==> src/core/pasc_pkg.sv <==
// Constants, types and carriers shared by the paired-input converter control logic
package pasc_pkg;

	localparam int DATA_W  = 32;
	localparam int ADDR_W  = 12;
	localparam int N_PAIR  = 6;
	localparam int N_IN    = 12;
	localparam int RES_W   = 10;
	localparam int DIV_W   = 3;
	localparam int BUF_AW  = 4;

	// Register indices; byte address is four times the index
	localparam logic [9:0] IDX_CTRL  = 10'h300;
	localparam logic [9:0] IDX_STAT  = 10'h306;
	localparam logic [9:0] IDX_JBASE = 10'h308;
	localparam logic [9:0] IDX_TCTL0 = 10'h30A;
	localparam logic [9:0] IDX_TCTL2 = 10'h30E;
	localparam logic [9:0] IDX_BUF0  = 10'h320;
	localparam logic [9:0] IDX_BUF11 = 10'h336;

	localparam logic [15:0] CTRL_RST   = 16'h0009;
	localparam logic [15:0] JBASE_RST  = 16'h0000;
	localparam int          ENABLE_BIT = 15;
	localparam int          DIV_LSB    = 0;
	localparam int          PAIR_INTERRUPT_ENABLE_BIT  = 7;
	localparam int          PEND_BIT   = 6;
	localparam int          SWTRG_BIT  = 5;
	localparam int          HI_PAIR    = 8;
	localparam int          PAIR_SHIFT = 2;

	localparam logic [1:0] SAMPLE_TICKS = 2'h2;
	localparam logic [3:0] BIT_TICKS    = 4'hA;

	// Fastest converter clock: divisor that keeps it at or below the target rate
	localparam int SYS_CLK_KHZ   = 100000;
	localparam int CONV_TGT_KHZ  = 24000;
	localparam int DIV_FOR_TGT_I = (SYS_CLK_KHZ + CONV_TGT_KHZ - 1) / CONV_TGT_KHZ - 1;
	localparam logic [DIV_W-1:0] DIV_FOR_TGT = DIV_W'(DIV_FOR_TGT_I);

	typedef logic [RES_W-1:0] pasc_code_t;

	typedef enum logic [3:0] {
		ST_IDLE   = 4'h1,
		ST_CONV_A = 4'h2,
		ST_SAMP_B = 4'h4,
		ST_CONV_B = 4'h8
	} pasc_state_t;

	typedef struct packed {
		logic              psel;
		logic              penable;
		logic              pwrite;
		logic [ADDR_W-1:0] paddr;
		logic [DATA_W-1:0] pwdata;
	} pasc_apb_req_t;

	typedef struct packed {
		logic                         wr_en;
		logic [BUF_AW-1:0]            wr_addr;
		pasc_code_t                   wr_data;
	} pasc_buf_wr_t;

endpackage

==> src/core/pasc_result_mem.sv <==
// Result buffer memory with registered read data
`timescale 1ns/1ps
module pasc_result_mem import pasc_pkg::*; (
	input  wire logic                 core_clk,
	input  wire logic                 reset_n,
	input  wire pasc_buf_wr_t         wr,
	input  wire logic [BUF_AW-1:0]    rd_addr,
	output pasc_code_t                rd_data
);

	typedef struct packed {
		logic [N_IN-1:0][RES_W-1:0] mem;
		pasc_code_t                 rd;
	} pasc_mem_st_t;

	pasc_mem_st_t r;
	pasc_mem_st_t n;

	// Contents are never reset, only the read register
	always_comb begin
		n = r;
		if (wr.wr_en && wr.wr_addr < BUF_AW'(N_IN)) begin
			n.mem[wr.wr_addr] = wr.wr_data;
		end
		n.rd = (rd_addr < BUF_AW'(N_IN)) ? r.mem[rd_addr] : '0;
		if (!reset_n) begin
			n.rd = '0;
		end
	end

	always_ff @(posedge core_clk) begin
		r <= n;
	end

	assign rd_data = r.rd;

endmodule // pasc_result_mem

==> src/core/pasc_core.sv <==
// Paired-input converter sequencer with APB register slave
`timescale 1ns/1ps
module pasc_core import pasc_pkg::*; (
	input  wire logic                       core_clk,
	input  wire logic                       reset_n,
	input  wire pasc_apb_req_t              apb,
	output logic [DATA_W-1:0]               prdata,
	output logic                            pready,
	output logic                            pslverr,
	input  wire logic [N_PAIR-1:0]          trig,
	input  wire logic [N_IN-1:0][RES_W-1:0] ain,
	output logic                            conv_busy
);

	typedef struct packed {
		logic [15:0]                  ctrl;
		logic [N_PAIR-1:0]            ready;
		logic [15:0]                  jbase;
		logic [N_PAIR-1:0]            pair_interrupt_enable;
		logic [N_PAIR-1:0]            samp_act;
		logic [N_PAIR-1:0][1:0]       samp_cnt;
		logic [N_PAIR-1:0]            pend;
		logic [N_PAIR-1:0][RES_W-1:0] held;
		pasc_state_t                  st;
		logic [2:0]                   cur;
		logic [1:0]                   bsamp_cnt;
		pasc_code_t                   held_b;
		pasc_code_t                   sar;
		logic [3:0]                   bitcnt;
		logic [DIV_W-1:0]             div_cnt;
		logic                         tick;
		pasc_buf_wr_t                 bw;
		logic [DATA_W-1:0]            prdata;
		logic                         pready;
		logic                         pslverr;
		logic                         busy;
	} pasc_core_st_t;

	pasc_core_st_t r;
	pasc_core_st_t n;

	// Lowest-numbered set flag wins
	function automatic logic [2:0] first_set(input logic [N_PAIR-1:0] v);
		logic [2:0] k;
		k = 3'h0;
		for (int i = N_PAIR - 1; i >= 0; i--) begin
			if (v[i]) begin
				k = 3'(i);
			end
		end
		return k;
	endfunction

	// One successive-approximation step, most significant bit first
	function automatic pasc_code_t sar_step(input pasc_code_t s, input logic [3:0] b, input pasc_code_t code);
		pasc_code_t trial;
		trial = s | (RES_W'(1) << b);
		return (code >= trial) ? trial : s;
	endfunction

	logic                 en;
	logic [9:0]           idx;
	logic                 aligned;
	logic                 is_buf;
	logic                 is_tctl;
	logic [9:0]           buf_off;
	logic [9:0]           tctl_off;
	logic [BUF_AW-1:0]    buf_sel;
	logic [1:0]           tctl_sel;
	logic                 hit;
	logic                 commit;
	logic [N_PAIR-1:0]    sw_trig;
	logic [15:0]          jsum;
	logic [15:0]          rd16;
	pasc_code_t           buf_rd;
	pasc_code_t           step_val;

	assign en       = r.ctrl[ENABLE_BIT];
	assign idx      = apb.paddr[ADDR_W-1:2];
	assign aligned  = (apb.paddr[1:0] == 2'h0);
	assign is_buf   = (idx >= IDX_BUF0) && (idx <= IDX_BUF11) && !idx[0];
	assign is_tctl  = (idx >= IDX_TCTL0) && (idx <= IDX_TCTL2) && !idx[0];
	assign buf_off  = idx - IDX_BUF0;
	assign tctl_off = idx - IDX_TCTL0;
	assign buf_sel  = buf_off[BUF_AW:1];
	assign tctl_sel = tctl_off[2:1];
	assign hit      = aligned && (idx == IDX_CTRL || idx == IDX_STAT || idx == IDX_JBASE || is_tctl || is_buf);
	assign commit   = apb.psel && apb.penable && r.pready && apb.pwrite && hit;
	// Priority-encoded pair number, two words per entry, zero when none set
	assign jsum     = r.jbase + ((|r.ready) ? (16'(first_set(r.ready)) << PAIR_SHIFT) : 16'h0000);
	assign step_val = sar_step(r.sar, r.bitcnt, (r.st == ST_CONV_B) ? r.held_b : r.held[r.cur]);

	pasc_result_mem u_mem (
		.core_clk (core_clk),
		.reset_n  (reset_n),
		.wr       (r.bw),
		.rd_addr  (buf_sel),
		.rd_data  (buf_rd)
	);

	always_comb begin
		rd16 = 16'h0000;
		if (idx == IDX_CTRL) begin
			rd16 = r.ctrl;
		end else if (idx == IDX_STAT) begin
			rd16 = 16'(r.ready);
		end else if (idx == IDX_JBASE) begin
			rd16 = {jsum[15:1], 1'b0};
		end else if (is_tctl) begin
			rd16[PAIR_INTERRUPT_ENABLE_BIT]          = r.pair_interrupt_enable[2 * tctl_sel];
			rd16[PEND_BIT]           = r.pend[2 * tctl_sel];
			rd16[HI_PAIR+PAIR_INTERRUPT_ENABLE_BIT]  = r.pair_interrupt_enable[2 * tctl_sel + 1];
			rd16[HI_PAIR+PEND_BIT]   = r.pend[2 * tctl_sel + 1];
		end else if (is_buf) begin
			rd16 = 16'(buf_rd);
		end
	end

	always_comb begin
		n          = r;
		n.bw.wr_en = 1'b0;
		n.tick     = 1'b0;
		sw_trig    = '0;

		// Register writes take effect at the completing edge
		if (commit) begin
			if (idx == IDX_CTRL) begin
				n.ctrl = apb.pwdata[15:0];
			end
			if (idx == IDX_STAT) begin
				n.ready = r.ready & apb.pwdata[N_PAIR-1:0];
			end
			if (idx == IDX_JBASE) begin
				n.jbase = {apb.pwdata[15:1], 1'b0};
			end
			if (is_tctl) begin
				n.pair_interrupt_enable[2 * tctl_sel]     = apb.pwdata[PAIR_INTERRUPT_ENABLE_BIT];
				n.pair_interrupt_enable[2 * tctl_sel + 1] = apb.pwdata[HI_PAIR+PAIR_INTERRUPT_ENABLE_BIT];
				sw_trig[2 * tctl_sel]     = apb.pwdata[SWTRG_BIT];
				sw_trig[2 * tctl_sel + 1] = apb.pwdata[HI_PAIR+SWTRG_BIT];
			end
		end

		// Converter clock enable from the divisor field
		if (en) begin
			if (r.div_cnt >= r.ctrl[DIV_LSB +: DIV_W]) begin
				n.div_cnt = '0;
				n.tick    = 1'b1;
			end else begin
				n.div_cnt = r.div_cnt + DIV_W'(1);
			end
		end else begin
			n.div_cnt = '0;
		end

		// Per-pair sample timers
		for (int i = 0; i < N_PAIR; i++) begin
			if (r.samp_act[i]) begin
				if (r.tick) begin
					if (r.samp_cnt[i] == SAMPLE_TICKS - 2'h1) begin
						n.samp_act[i] = 1'b0;
						n.pend[i]     = 1'b1;
						n.held[i]     = ain[2 * i];
					end else begin
						n.samp_cnt[i] = r.samp_cnt[i] + 2'h1;
					end
				end
			end else if (en && (trig[i] || sw_trig[i]) && !r.pend[i]) begin
				n.samp_act[i] = 1'b1;
				n.samp_cnt[i] = 2'h0;
			end
		end

		// Sequencer: even input, second sample, odd input
		case (r.st)
			ST_IDLE: begin
				if (|r.pend) begin
					n.cur    = first_set(r.pend);
					n.st     = ST_CONV_A;
					n.sar    = '0;
					n.bitcnt = 4'(BIT_TICKS - 4'h1);
					n.busy   = 1'b1;
				end
			end
			ST_CONV_A: begin
				if (r.tick) begin
					n.sar = step_val;
					if (r.bitcnt == 4'h0) begin
						n.bw.wr_en    = 1'b1;
						n.bw.wr_addr  = BUF_AW'({r.cur, 1'b0});
						n.bw.wr_data  = step_val;
						n.st          = ST_SAMP_B;
						n.bsamp_cnt   = 2'h0;
					end else begin
						n.bitcnt = r.bitcnt - 4'h1;
					end
				end
			end
			ST_SAMP_B: begin
				if (r.tick) begin
					if (r.bsamp_cnt == SAMPLE_TICKS - 2'h1) begin
						n.held_b = ain[2 * r.cur + 1];
						n.st     = ST_CONV_B;
						n.sar    = '0;
						n.bitcnt = 4'(BIT_TICKS - 4'h1);
					end else begin
						n.bsamp_cnt = r.bsamp_cnt + 2'h1;
					end
				end
			end
			ST_CONV_B: begin
				if (r.tick) begin
					n.sar = step_val;
					if (r.bitcnt == 4'h0) begin
						n.bw.wr_en    = 1'b1;
						n.bw.wr_addr  = BUF_AW'({r.cur, 1'b1});
						n.bw.wr_data  = step_val;
						n.pend[r.cur] = 1'b0;
						n.st          = ST_IDLE;
						n.busy        = 1'b0;
						if (r.pair_interrupt_enable[r.cur]) begin
							n.ready[r.cur] = 1'b1;
						end
					end else begin
						n.bitcnt = r.bitcnt - 4'h1;
					end
				end
			end
			default: begin
				n.st   = ST_IDLE;
				n.busy = 1'b0;
			end
		endcase

		// Off mode holds the sequencer idle and drops all requests
		if (!en) begin
			n.st       = ST_IDLE;
			n.busy     = 1'b0;
			n.pend     = '0;
			n.samp_act = '0;
		end

		// APB: one wait state, answer registered
		if (apb.psel && apb.penable && !r.pready) begin
			n.pready  = 1'b1;
			n.pslverr = !hit;
			n.prdata  = (hit && !apb.pwrite) ? DATA_W'(rd16) : '0;
		end else begin
			n.pready  = 1'b0;
			n.pslverr = 1'b0;
		end

		// Reset restores registers but not the buffer contents
		if (!reset_n) begin
			n.ctrl     = CTRL_RST;
			n.ready    = '0;
			n.jbase    = JBASE_RST;
			n.pair_interrupt_enable    = '0;
			n.samp_act = '0;
			n.samp_cnt = '0;
			n.pend     = '0;
			n.held     = '0;
			n.st       = ST_IDLE;
			n.cur      = '0;
			n.bsamp_cnt = '0;
			n.held_b   = '0;
			n.sar      = '0;
			n.bitcnt   = '0;
			n.div_cnt  = '0;
			n.tick     = 1'b0;
			n.bw       = '0;
			n.prdata   = '0;
			n.pready   = 1'b0;
			n.pslverr  = 1'b0;
			n.busy     = 1'b0;
		end
	end

	always_ff @(posedge core_clk) begin
		r <= n;
	end

	assign prdata    = r.prdata;
	assign pready    = r.pready;
	assign pslverr   = r.pslverr;
	assign conv_busy = r.busy;

	logic jb_read;
	assign jb_read = apb.psel && apb.penable && !apb.pwrite && aligned && idx == IDX_JBASE;
endmodule // pasc_core

==> config.mk <==
export PLATFORM = sky130hd
export DESIGN_NAME = pasc_core
export DESIGN_NICKNAME = d
export VERILOG_FILES = /design/src/core/pasc_pkg.sv /design/src/core/pasc_result_mem.sv /design/src/core/pasc_core.sv
export SDC_FILE = /design/constraint.sdc
export NUM_CORES = 1
export LEC_CHECK = 0
export BUFFER_PORTS_ARGS = -buffer_cell sky130_fd_sc_hd__buf_2
export CAP_MARGIN = 10
export CORE_UTILIZATION = 30
export CTS_CLUSTER_SIZE = 12
export DETAILED_ROUTE_END_ITERATION = 16
export PLACE_DENSITY = 0.57
export SLEW_MARGIN = 10
export SYNTH_ARGS = -nofsm -noshare
export SYNTH_HDL_FRONTEND = slang
export SYNTH_HIERARCHICAL = 1
export SYNTH_SLANG_ARGS = --single-unit
==> constraint.sdc <==
create_clock -name core_clk -period 6.1 [get_ports core_clk]
set_clock_uncertainty 0.2 [all_clocks]
set_input_delay 0.61 -clock core_clk [delete_from_list [all_inputs] [get_ports core_clk]]
set_output_delay 0.61 -clock core_clk [all_outputs]
set_load 0.05 [all_outputs]
* After elaboration in Yosys (flattened, before gate mapping) *
Cells that the tools add are included.

storage, ports and cells
  word-level logic and storage cells = 374
  bits in writable memories = 0
  flip-flop bits (word level) = 344
  bits in latches = 0
  memories = 0
  memory bits (read-only) = 0

cells by class
  shifts and indexed selects = 1
  divide/modulo/power cells = 0
  reduce and logical (&&, ||, !) cells = 90
  equality and inequality tests = 36
  bitwise gates (word level) = 9
  $lt $le $gt $ge = 18
  muxes and demuxes = 160
  multipliers = 0
  $add $sub $neg = 14

operators by type and width
  kind                                                       number
  120-bit bitwise mux                                        1
  10-bit binary-select mux with 4-bit select                 2
  16-bit two-way mux                                         5
  6-bit two-way mux                                          13
  10-bit two-way mux                                         7
  15-bit two-way mux                                         4
  2-bit two-way mux                                          30
  1-bit two-way mux                                          54
  14-bit case mux with 3 select lines                        1
  10-bit demux with 4-bit select                             1
  2-bit inequality test, second input constant               20
  3-bit AND reduction                                        13
  3-bit two-way mux                                          12
  10-bit binary-select mux with 3-bit select                 1
  10-bit equality test, second input constant                3
  15-bit case mux with 2 select lines                        1
  1-bit logical AND                                          28
  14-bit two-way mux                                         2
  28-bit two-way mux                                         1
  4-bit two-way mux                                          7
  26-bit two-way mux                                         1
  24-bit two-way mux                                         1
  10-bit greater-or-equal comparator, second input constant  2
  10-bit less-or-equal comparator, second input constant     2
  53 further kinds                                           116

* Logic depth before layout (Yosys ltp) *
Gate-level depths: netlist (run 1).

  word-level depth = 14
  gate-level depth with buffers = 16

* Hierarchy *
The synthesis (run 1) kept the hierarchy.

modules (own cells, without submodules)
  module           instances  area an instance (um2)  cells an instance  sequential area each (um2)
  pasc_core        1          10675.2                 1307               3963.8
  pasc_result_mem  1          5032.3                  277                3803.6

* Worst setup path before layout (run 1) *
OpenSTA, ideal clock, no wires.

  path kind = register -> register
  start point = register, netlist name r[81]
  end point = register, netlist name r[67]
  setup time = 58 ps
  period minus slack after synthesis = 3296 ps
  cell stages (with the launch flop) = 13
  setup slack = 2804 ps
  data required time = 5842 ps
  arrival time = 3038 ps
  path through = dfxtp_1 buf_1 mux2_2 a22oi_1 o221ai_1 o21a_1 ha_1 nand4_1 or3_1 a31oi_1 and3_4 buf_6 o21a_1

==> summary.txt, run 1 <==
Timing
  – Final Hold Vio Count: 0
  – Slew HR: 0.2064
  – Worst Tran Pin Value: 1.188 ns
  – RSZ-0062 raised after global routing: false
  – Tmin final: 4.282 ns
  – Fin Hold WS: 0.1095 ns
  – Post-Route Setup TNS: 0 ns
  – Final Cycle Share: 0.7019
  – Final setup vio count: 0
  – Max Freq: 233.6 MHz
  – Max Slew Vio Count: 0

Worst setup path
  – R2r setup slk: 1.82 ns
  – Crit Path Category: flip-flop to flip-flop
  – Crit-path cells: nand2_1 > nor2_1 > a221oi_1 > a21oi_1 > ha_1 > nand4_1 > or3_1 > a31oi_1 > and3_4 > o21a_1
  – CP startpoint kind: flip-flop
  – Launch point of the worst reg-to-reg path: r[82]$_SDFFE_PN0P_
  – WP buf/inv: 0
  – Required @ worst endpoint: 6.37 ns
  – CP arrival: 4.55 ns
  – R2r worst-path depth: 10
  – Slowest cell on the critical path: nor2_1
  – Setup crit end kind: flip-flop
  – RR Endpoint: r[65]$_SDFFE_PN0P_
  – CP max FO: 15
  – Worst path top cell family by delay: simple AND/OR/NAND/NOR gates
  – Max incr delay on CP: 0.89 ns

Routing
  – Remaining antenna violation count: 0
  – First-pass DRT Iterations: 5
  – Via count: 12060
  – Starting DRT DRC Count: 758
  – Average vias per placed instance: 5.025
  – Final WL: 43.69 mm
  – DR WL/cell: 18.21 um
  – # DRC: 0

Clock network
  – Setup Fix Bufs, Post-CTS: 0
  – # clock sinks: 328
  – Post-cts sizing count: 0
  – CTS tree: yes
  – Insertion delay to the later sink of the worst-skew pair: 0.55 ns
  – Clock transition at the registers of the reported paths: 0.06 ns
  – Hold_buf cts: 0
  – TritonCTS buffer count: 36
  – Bufs on Longest Clock Path: 3
  – Root buffer cell: clkbuf_16
  – Htree depth: 2

Global routing
  – Gr usage total: 0.1628
  – Initial antenna violation count: 0
  – First-pass GRT wire length: 67.23 mm
  – Grt total ovfl: 0
  – Largest net degree at the start of global routing: 64
  – Vias in the first global route: 11720

Synth
  – Synthesized area per cell: 9.916 um^2
  – Async set-or-reset flop fraction in the synthesized netlist: 0
  – #FFs+latches synth: 328
  – Syn Std Cell Area: 15710 um^2
  – Main synth FF type: dfxtp_1
  – Netlist cell types: 91
  – YS warnings: 6
  – Post-Synthesis Cells: 1584
  – EDFF count, synth: 120
  – Sequential fraction of the synthesis area: 0.4945

Final layout
  – Antenna Cells: 0
  – Final Non-Filler Cells: 2399
  – Filler Cell Count: 5284
  – Commonest non-fill, non-tap cell in the layout: nand2_1
  – Total Nets Final: 1900
  – Most frequent cells in the layout: nand2_1 (270), dfxtp_1 (206), buf_2 (176)
  – Fraction of layout cells with a size suffix above 1: 0.1850
  – Area growth, synth to finish: 14.86%
  – Core Util, Final: 0.3503

Floorplanning
  – Top Ports: 210
  – Initial Utilization: 0.3049
  – # rows: 83
  – Full die area: 53280 um^2
  – Chip width: 230.8 um
  – Die Span Y: 230.8 um
  – Core area: 51510 um^2

Worst hold path
  – Min-Delay Endpoint: r[93]$_SDFFE_PN0P_
  – Hold path startpoint: ain[6]
  – Hold path depth: 3
  – Worst min path class: input port to flip-flop

Placed design
  – Placed instance count: 2334
  – GP Congestion: 0.8451
  – IO buf count: 177
  – DP HPWL: 31.25 mm

Pwr
  – Leakage power total: 0.006092 uW
  – Maximum VDD drop: 0.1824 mV
  – Power Dens Cells: 257.2 nW/um^2

Flow run
  – Max-cap violations: 0

Status
  – Status: completed
how the worst max path moves through the flow:
stage,startpoint,end,depth (start not counted)
floorplan,r[81]$_SDFFE_PN0P_,r[67]$_SDFFE_PN0P_,12
global placement,r[80]$_SDFFE_PN0P_,r[62]$_SDFFE_PN0P_,10
detailed placement,r[82]$_SDFFE_PN0P_,r[66]$_SDFFE_PN0P_,10
CTS,r[82]$_SDFFE_PN0P_,r[66]$_SDFFE_PN0P_,10
global route,r[82]$_SDFFE_PN0P_,r[67]$_SDFFE_PN0P_,10
finish,r[82]$_SDFFE_PN0P_,r[65]$_SDFFE_PN0P_,10
final cells by class:
class | instances | area, um^2 | area share
clock buffer | 61 | 1097 | 0.06082
clock inverter | 4 | 81.33 | 0.004508
inverter | 31 | 116.4 | 0.006449
multi-input combinational | 1108 | 7163 | 0.3970
sequential | 328 | 7770 | 0.4307
tap | 680 | 850.8 | 0.04716
timing repair buffer | 187 | 963.4 | 0.05340
cells by family after synthesis:
family / after synthesis / share of synthesized area
DFF: 328 / 0.4945
other: 1 / 0.0002387
and+or+nand+nor: 555 / 0.1673
buffers and inverters: 163 / 0.05401
AOI/OAI and AO/OA: 396 / 0.1760
adders and majority gates: 33 / 0.02676
muxes: 92 / 0.07225
xor gates and xnor gates: 16 / 0.008922
worst register-to-register path, delay by kind of cell (launching register included):
family | cells | cell delay, ns
AND/OR/NAND/NOR | 5 | 1.88
adder cells (fa/ha/maj) | 1 | 0.16
AO/OA/AOI/OAI | 4 | 1.28
flip-flops | 1 | 0.71
registers in the layout, indices dropped and copies added, names as in the netlist:
name	cells
en	1
prdata	16
pready	1
u_mem/rd_data	10
u_mem/r	120
r	178
pslverr	1
conv_busy	1
cell usage after synthesis (all sizes together) (13+ instances only):
cell type	instances	area (um^2)
a31oi	16	100.1
edfxtp	120	3603
buf	73	505.5
a21boi	105	788.3
o31ai	19	156.4
nand2	270	1013
mux4	13	292.8
a211oi	14	105.1
nor2	106	405.4
mux2	41	461.7
nor3	26	150.2
a21oi	72	364.1
nor2b	31	193.9
o21ai	50	250.2
clkbuf	59	226.5
mux2i	38	380.4
dfxtp	208	4164
a22oi	17	127.6
o21a	18	135.1
o211a	17	170.2
ha	32	400.4
nand3	24	125.1
inv	31	116.4
through the flow:
step           instance area (um^2)  total power, uW  setup WS, ns
2_1_floorplan                 15760             2430         2.804
3_3_place_gp                  16860             2503         2.099
3_5_place_dp                  16860             2505         1.993
4_1_cts                       18040             4701         1.954
5_1_grt                       18040             4802         1.729
6_report                      18040             4641         1.818
layer usage:
layer | wire (um) | global-route usage | vias to the layer above
li1 | - | - | 5864
met1 | 19740 | 0.2153 | 5788
met2 | 20700 | 0.2692 | 345
met4 | 935 | 0.05029 | 0
met3 | 2322 | 0.02829 | 59
met5 | 0 | 0 | -
power by group:
part | switching, uW | total, uW | internal (uW)
sequential | 2.72 | 2260 | 2260
clock | 876 | 2180 | 1310
combinational | 123 | 197 | 74.0
(Power assumes the default switching activity.)
==> run 2: changes to the inputs <==
--- a/config.mk
+++ b/config.mk
@@ -5,6 +5,7 @@
 export SDC_FILE = /design/constraint.sdc
 export NUM_CORES = 1
 export LEC_CHECK = 0
+export ABC_AREA = 1
 export BUFFER_PORTS_ARGS = -buffer_cell sky130_fd_sc_hd__buf_2
 export CAP_MARGIN = 10
 export CORE_UTILIZATION = 30
==> constraint.sdc (replaced) <==
create_clock -name core_clk -period 4.2 [get_ports core_clk]
set_clock_uncertainty 0.2 [all_clocks]
set_input_delay 0.42 -clock core_clk [delete_from_list [all_inputs] [get_ports core_clk]]
set_output_delay 0.42 -clock core_clk [all_outputs]
set_load 0.05 [all_outputs]
==> summary.txt, run 2 <==
Timing
  – Final Cycle Share: 0.8536
  – Post-Route Setup TNS: 0 ns
  – Final setup vio count: 0
  – Slew HR: 0.1930
  – Final Hold Vio Count: 0
  – Max Freq: 278.9 MHz
  – Tmin final: 3.585 ns
  – Fin Hold WS: 0.01172 ns
  – Worst Tran Pin Value: 1.206 ns
  – RSZ-0062 raised after global routing: false
  – Max Slew Vio Count: 0

Global routing
  – First-pass GRT wire length: 71.61 mm
  – Gr usage total: 0.1706
  – Largest net degree at the start of global routing: 92
  – Vias in the first global route: 13000
  – Grt total ovfl: 0
  – Initial antenna violation count: 0

Clock network
  – CTS tree: yes
  – # clock sinks: 328
  – Bufs on Longest Clock Path: 3
  – Insertion delay to the later sink of the worst-skew pair: 0.55 ns
  – Root buffer cell: clkbuf_16
  – TritonCTS buffer count: 37
  – Clock transition at the registers of the reported paths: 0.06 ns
  – Htree depth: 2

Synth
  – Async set-or-reset flop fraction in the synthesized netlist: 0
  – Post-synth top area share: 0.2679
  – YS warnings: 6
  – Synth area leaders: dfxtp_1 (27%), edfxtp_1 (23%), nand2_1 (7.0%)
  – EDFF count, synth: 120
  – Sequential fraction of the synthesis area: 0.4998
  – Syn Std Cell Area: 15540 um^2
  – Post-Synthesis Cells: 1895
  – Post-synth top area cell: dfxtp_1
  – #FFs+latches synth: 328
  – Post-synth top cells: nand2_1 (290), inv_1 (239), dfxtp_1 (208)
  – Main synth FF type: dfxtp_1
  – Most instantiated library cell after synthesis: nand2_1
  – Synthesized area per cell: 8.202 um^2
  – Netlist cell types: 49

Worst setup path
  – Setup crit end kind: flip-flop
  – Critical path startpoint: r[82]$_SDFFE_PN0P_
  – R2r setup slk: 0.61 ns
  – Required @ worst endpoint: 4.39 ns
  – Crit Path Category: flip-flop to flip-flop
  – CP startpoint kind: flip-flop
  – CP max FO: 12
  – CP arrival: 3.78 ns
  – Launch point of the worst reg-to-reg path: r[82]$_SDFFE_PN0P_

Final layout
  – Area growth, synth to finish: 20.67%
  – Total Nets Final: 2305
  – Fraction of layout cells with a size suffix above 1: 0.1453
  – Final Non-Filler Cells: 2806
  – Antenna Cells: 0
  – Largest register by flop count: r
  – Most frequent cells in the layout: nand2_1 (290), inv_1 (239), dfxtp_1 (208)
  – Number of flip-flops under the largest register name: 178
  – Commonest non-fill, non-tap cell in the layout: nand2_1

Placed design
  – Placed instance count: 2667
  – DP HPWL: 32.15 mm
  – GP Congestion: 0.8907
  – IO buf count: 177

Pwr
  – Power Dens Cells: 369.1 nW/um^2
  – Leakage power total: 0.007346 uW
  – Maximum VDD drop: 0.2182 mV

Floorplanning
  – Full die area: 52720 um^2
  – Die Span Y: 229.6 um
  – Initial Utilization: 0.3036
  – Chip width: 229.6 um
  – Core area: 51200 um^2
  – # rows: 83
  – Top Ports: 210

Routing
  – Met3 WL: 2.491 mm
  – WL met2: 21.00 mm
  – First-pass DRT Iterations: 5
  – Average vias per placed instance: 4.836
  – Via count: 13570
  – # DRC: 0
  – Highest metal used: met4
  – Wl on met1: 20.75 mm
  – Remaining antenna violation count: 0
  – DR WL/cell: 16.22 um
  – Final WL: 45.50 mm
  – Starting DRT DRC Count: 984

Status
  – Status: completed

Worst hold path
  – Hold path startpoint: ain[11]
  – Worst min path class: input port to flip-flop

Flow run
  – Max-cap violations: 0
## run 2: area by class of cell
cell class	count	area, um^2
clock buffers	53	1026
clock inverters	15	198.9
fillers	5184	32440
inverters	255	964.7
multi-input cells	1206	6191
flip-flops and latches	328	7767
well taps	680	850.8
repair buffers	269	1757
## run 2: worst paths after layout
path                        end  cells after the start
max reg2reg  r[44]$_SDFFE_PN0P_                     13
max          r[44]$_SDFFE_PN0P_                     13
min          r[69]$_SDFFE_PN0P_                      3
min reg2reg  r[93]$_SDFFE_PN0P_                      2
## run 2: what timing repair did
item                      4_1_cts  5_1_grt
setup buffers                   0        0
hold endpoints to repair       71        0
hold buffers                   71        0
resized for setup               0        0
## run 2: cell families after synthesis
kind of cell	after synthesis	share of synthesized area
other	1	0.0002413
XOR/XNOR	4	0.002254
AND/OR/NAND/NOR	642	0.1790
AO/OA/AOI/OAI	511	0.1848
adder cells (fa/ha/maj)	33	0.02705
flip-flops	328	0.4998
buffers and inverters	376	0.1068
## run 2: critical path: stages (launching register included)
cell	delay (ns)
dfxtp_1	0.44
nor2_1	0.09
nand2_1	0.21
clkinv_1	0.26
buf_4	0.26
a221oi_1	0.30
a21oi_1	0.15
ha_1	0.33
a21oi_1	0.13
o21ai_0	0.11
a21oi_1	0.13
nand3_1	0.34
o21ai_0	0.40
a21oi_1	0.10
## run 2: metal layers
metal | global-route usage | vias up
met3 | 0.02478 | 81
met2 | 0.2816 | 450
met1 | 0.2290 | 6278
met4 | 0.05229 | 0
met5 | 0 | -
li1 | - | 6761
## run 2: power breakdown
part | internal, uW | total [uW] | switching [uW]
clock | 1960 | 3260 | 1310
combinational | 146 | 381 | 235
sequential | 3280 | 3280 | 2.66
total | 5380 | 6920 | 1540
## run 2: per-stage QoR
stage	area (um^2)	setup WS, ns	power (uW)	utilization
after detailed placement	16820	0.6824	3679	0.3285
after CTS	18760	0.6415	6982	0.3663
after global routing	18760	0.3421	7167	0.3663
after global placement	16820	0.7436	3677	0.3285
final	18760	0.6149	6924	0.3663
after floorplan	15600	1.324	3554	-
==> run 3: changes to the inputs <==
--- a/config.mk
+++ b/config.mk
@@ -8,7 +8,9 @@
 export ABC_AREA = 1
 export BUFFER_PORTS_ARGS = -buffer_cell sky130_fd_sc_hd__buf_2
 export CAP_MARGIN = 10
+export CORE_ASPECT_RATIO = 0.75
 export CORE_UTILIZATION = 30
+export CTS_BUF_LIST = sky130_fd_sc_hd__clkbuf_4 sky130_fd_sc_hd__clkbuf_8
 export CTS_CLUSTER_SIZE = 12
 export DETAILED_ROUTE_END_ITERATION = 16
 export PLACE_DENSITY = 0.57
==> summary.txt, run 3 (same netlist as run 2, synthesis figures left out) <==
Status
  – Status: completed

Routing
  – First-pass DRT Iterations: 8
  – Starting DRT DRC Count: 1224
  – # DRC: 0
  – DR WL/cell: 16.68 um
  – Final WL: 47.40 mm
  – Remaining antenna violation count: 0
  – Via count: 14050
  – Average vias per placed instance: 4.946

Final layout
  – Reg area: 7767 um^2
  – Number of flip-flops under the largest register name: 178
  – Final Non-Filler Cells: 2841
  – Fraction of layout cells with a size suffix above 1: 0.1523
  – Largest register by flop count: r
  – Most frequent cells in the layout: nand2_1 (290), inv_1 (239), dfxtp_1 (208)
  – Commonest non-fill, non-tap cell in the layout: nand2_1
  – Area growth, synth to finish: 20.89%
  – Filler Cell Count: 5207
  – Total Nets Final: 2351
  – Multi-input logic area: 6191 um^2

Global routing
  – Initial antenna violation count: 5
  – Grt total ovfl: 0
  – First-pass GRT wire length: 72.51 mm
  – Largest net degree at the start of global routing: 61
  – Met2 Track Usage GR: 0.2687
  – Gr usage total: 0.1758
  – GR Util met3: 0.03623
  – Top Usage Layer GRT: met2
  – Vias in the first global route: 13240
  – Met1 Usage GRT: 0.2514

Worst setup path
  – Required @ worst endpoint: 4.49 ns
  – Crit Path Category: flip-flop to flip-flop
  – CP arrival: 3.94 ns
  – Slowest cell on the critical path: dfxtp_1
  – Crit-path cells: inv_1 > nor3_2 > buf_4 > clkinv_1 > o22ai_1 > a21oi_1 > o221ai_1 > o22ai_1 > ha_1 > nand2_1 > nor4_1 > nand3_1 > nand3_1 > o21ai_0 > a211oi_1
  – Max incr delay on CP: 0.43 ns
  – CP max FO: 13
  – Setup crit end kind: flip-flop
  – CP startpoint kind: flip-flop

Clock network
  – # clock sinks: 328
  – Setup Fix Bufs, Post-CTS: 0
  – Bufs on Longest Clock Path: 3
  – Insertion delay to the later sink of the worst-skew pair: 0.62 ns
  – Htree depth: 2
  – Clock transition at the registers of the reported paths: 0.06 ns
  – Post-cts sizing count: 0
  – TritonCTS buffer count: 51
  – CTS tree: yes
  – Root buffer cell: clkbuf_8

Timing
  – Slew HR: 0.2440
  – Tmin final: 3.641 ns
  – Slack of the critical path: 0.5585 ns
  – Max Freq: 274.6 MHz
  – Worst Tran Pin Value: 1.130 ns
  – RSZ-0062 raised after global routing: false
  – Post-Route Setup TNS: 0 ns
  – Final setup vio count: 0
  – Final Cycle Share: 0.8670
  – Max Slew Vio Count: 0
  – Final Hold Vio Count: 0

Floorplanning
  – Full die area: 52730 um^2
  – Core area: 50640 um^2
  – Die Span Y: 199.1 um
  – Top Ports: 210
  – # rows: 71
  – Initial Utilization: 0.3069
  – Chip width: 264.8 um

Flow run
  – Max-cap violations: 0

Pwr
  – Leakage power total: 0.007400 uW
  – Power Dens Cells: 334.6 nW/um^2
  – Maximum VDD drop: 0.1929 mV

Worst hold path
  – Worst min path class: input port to flip-flop

Placed design
  – IO buf count: 177
  – GP Congestion: 0.8667
  – Placed instance count: 2646
  – DP HPWL: 33.26 mm
  – Place WS: 0.6972 ns
-- run 3: timing repair --
item,in CTS,in global routing
hold buffers,101,0
hold endpoints to repair,115,0
setup endpoints to repair,0,0
-- run 3: layout make-up --
class | instances | share of cell area
Sequential cell | 328 | 0.4134
Multi-Input combinational cell | 1206 | 0.3295
Timing Repair Buffer | 301 | 0.1103
Inverter | 255 | 0.05134
Clock buffer | 67 | 0.04542
Tap cell | 657 | 0.04375
Clock inverter | 23 | 0.005793
Antenna cell | 4 | 0.0005327
-- run 3: final timing paths --
path	from	to	slack, ns	depth (start not counted)
hold reg to reg	r[124]$_SDFFE_PN0P_	r[124]$_SDFFE_PN0P_	0.25	2
setup / recovery	r[82]$_SDFFE_PN0P_	r[67]$_SDFFE_PN0P_	0.56	15
hold / removal	apb[32]	pslverr$_SDFF_PN0_	0.05	5
setup reg to reg	r[82]$_SDFFE_PN0P_	r[67]$_SDFFE_PN0P_	0.56	15
-- run 3: power breakdown --
group | switching (uW) | total, uW | internal, uW
sequential | 1.90 | 3280 | 3280
combinational | 240 | 400 | 160
clock | 1290 | 2610 | 1320
total | 1530 | 6290 | 4760
-- run 3: critical path: cells and delay by family, from the launching register on --
family	cells	cell delay [ns]
and+or+nand+nor	5	0.87
adders and majority gates	1	0.30
buffers and inverters	3	0.69
DFF	1	0.43
AOI/OAI and AO/OA	6	1.03
-- run 3: stage by stage --
| step | utilization | instance area [um^2] | power [uW] | hold WS (ns) |
|---|---|---|---|---|
| 6_report | 0.3711 | 18790 | 6286 | 0.04913 |
| 5_1_grt | 0.3709 | 18780 | 6529 | 0.04174 |
| 4_1_cts | 0.3709 | 18780 | 6349 | 0.008866 |
| 3_5_place_dp | 0.3319 | 16810 | 3674 | 0.2365 |
| 3_3_place_gp | 0.3319 | 16810 | 3673 | 0.2327 |
| 2_1_floorplan | - | 15600 | 3554 | 0.2173 |
-- run 3: layer usage --
metal	wire length (um)	vias up
li1	-	6858
met1	22250	6552
met2	20320	569
met3	3971	70
met4	828	4
met5	24	-
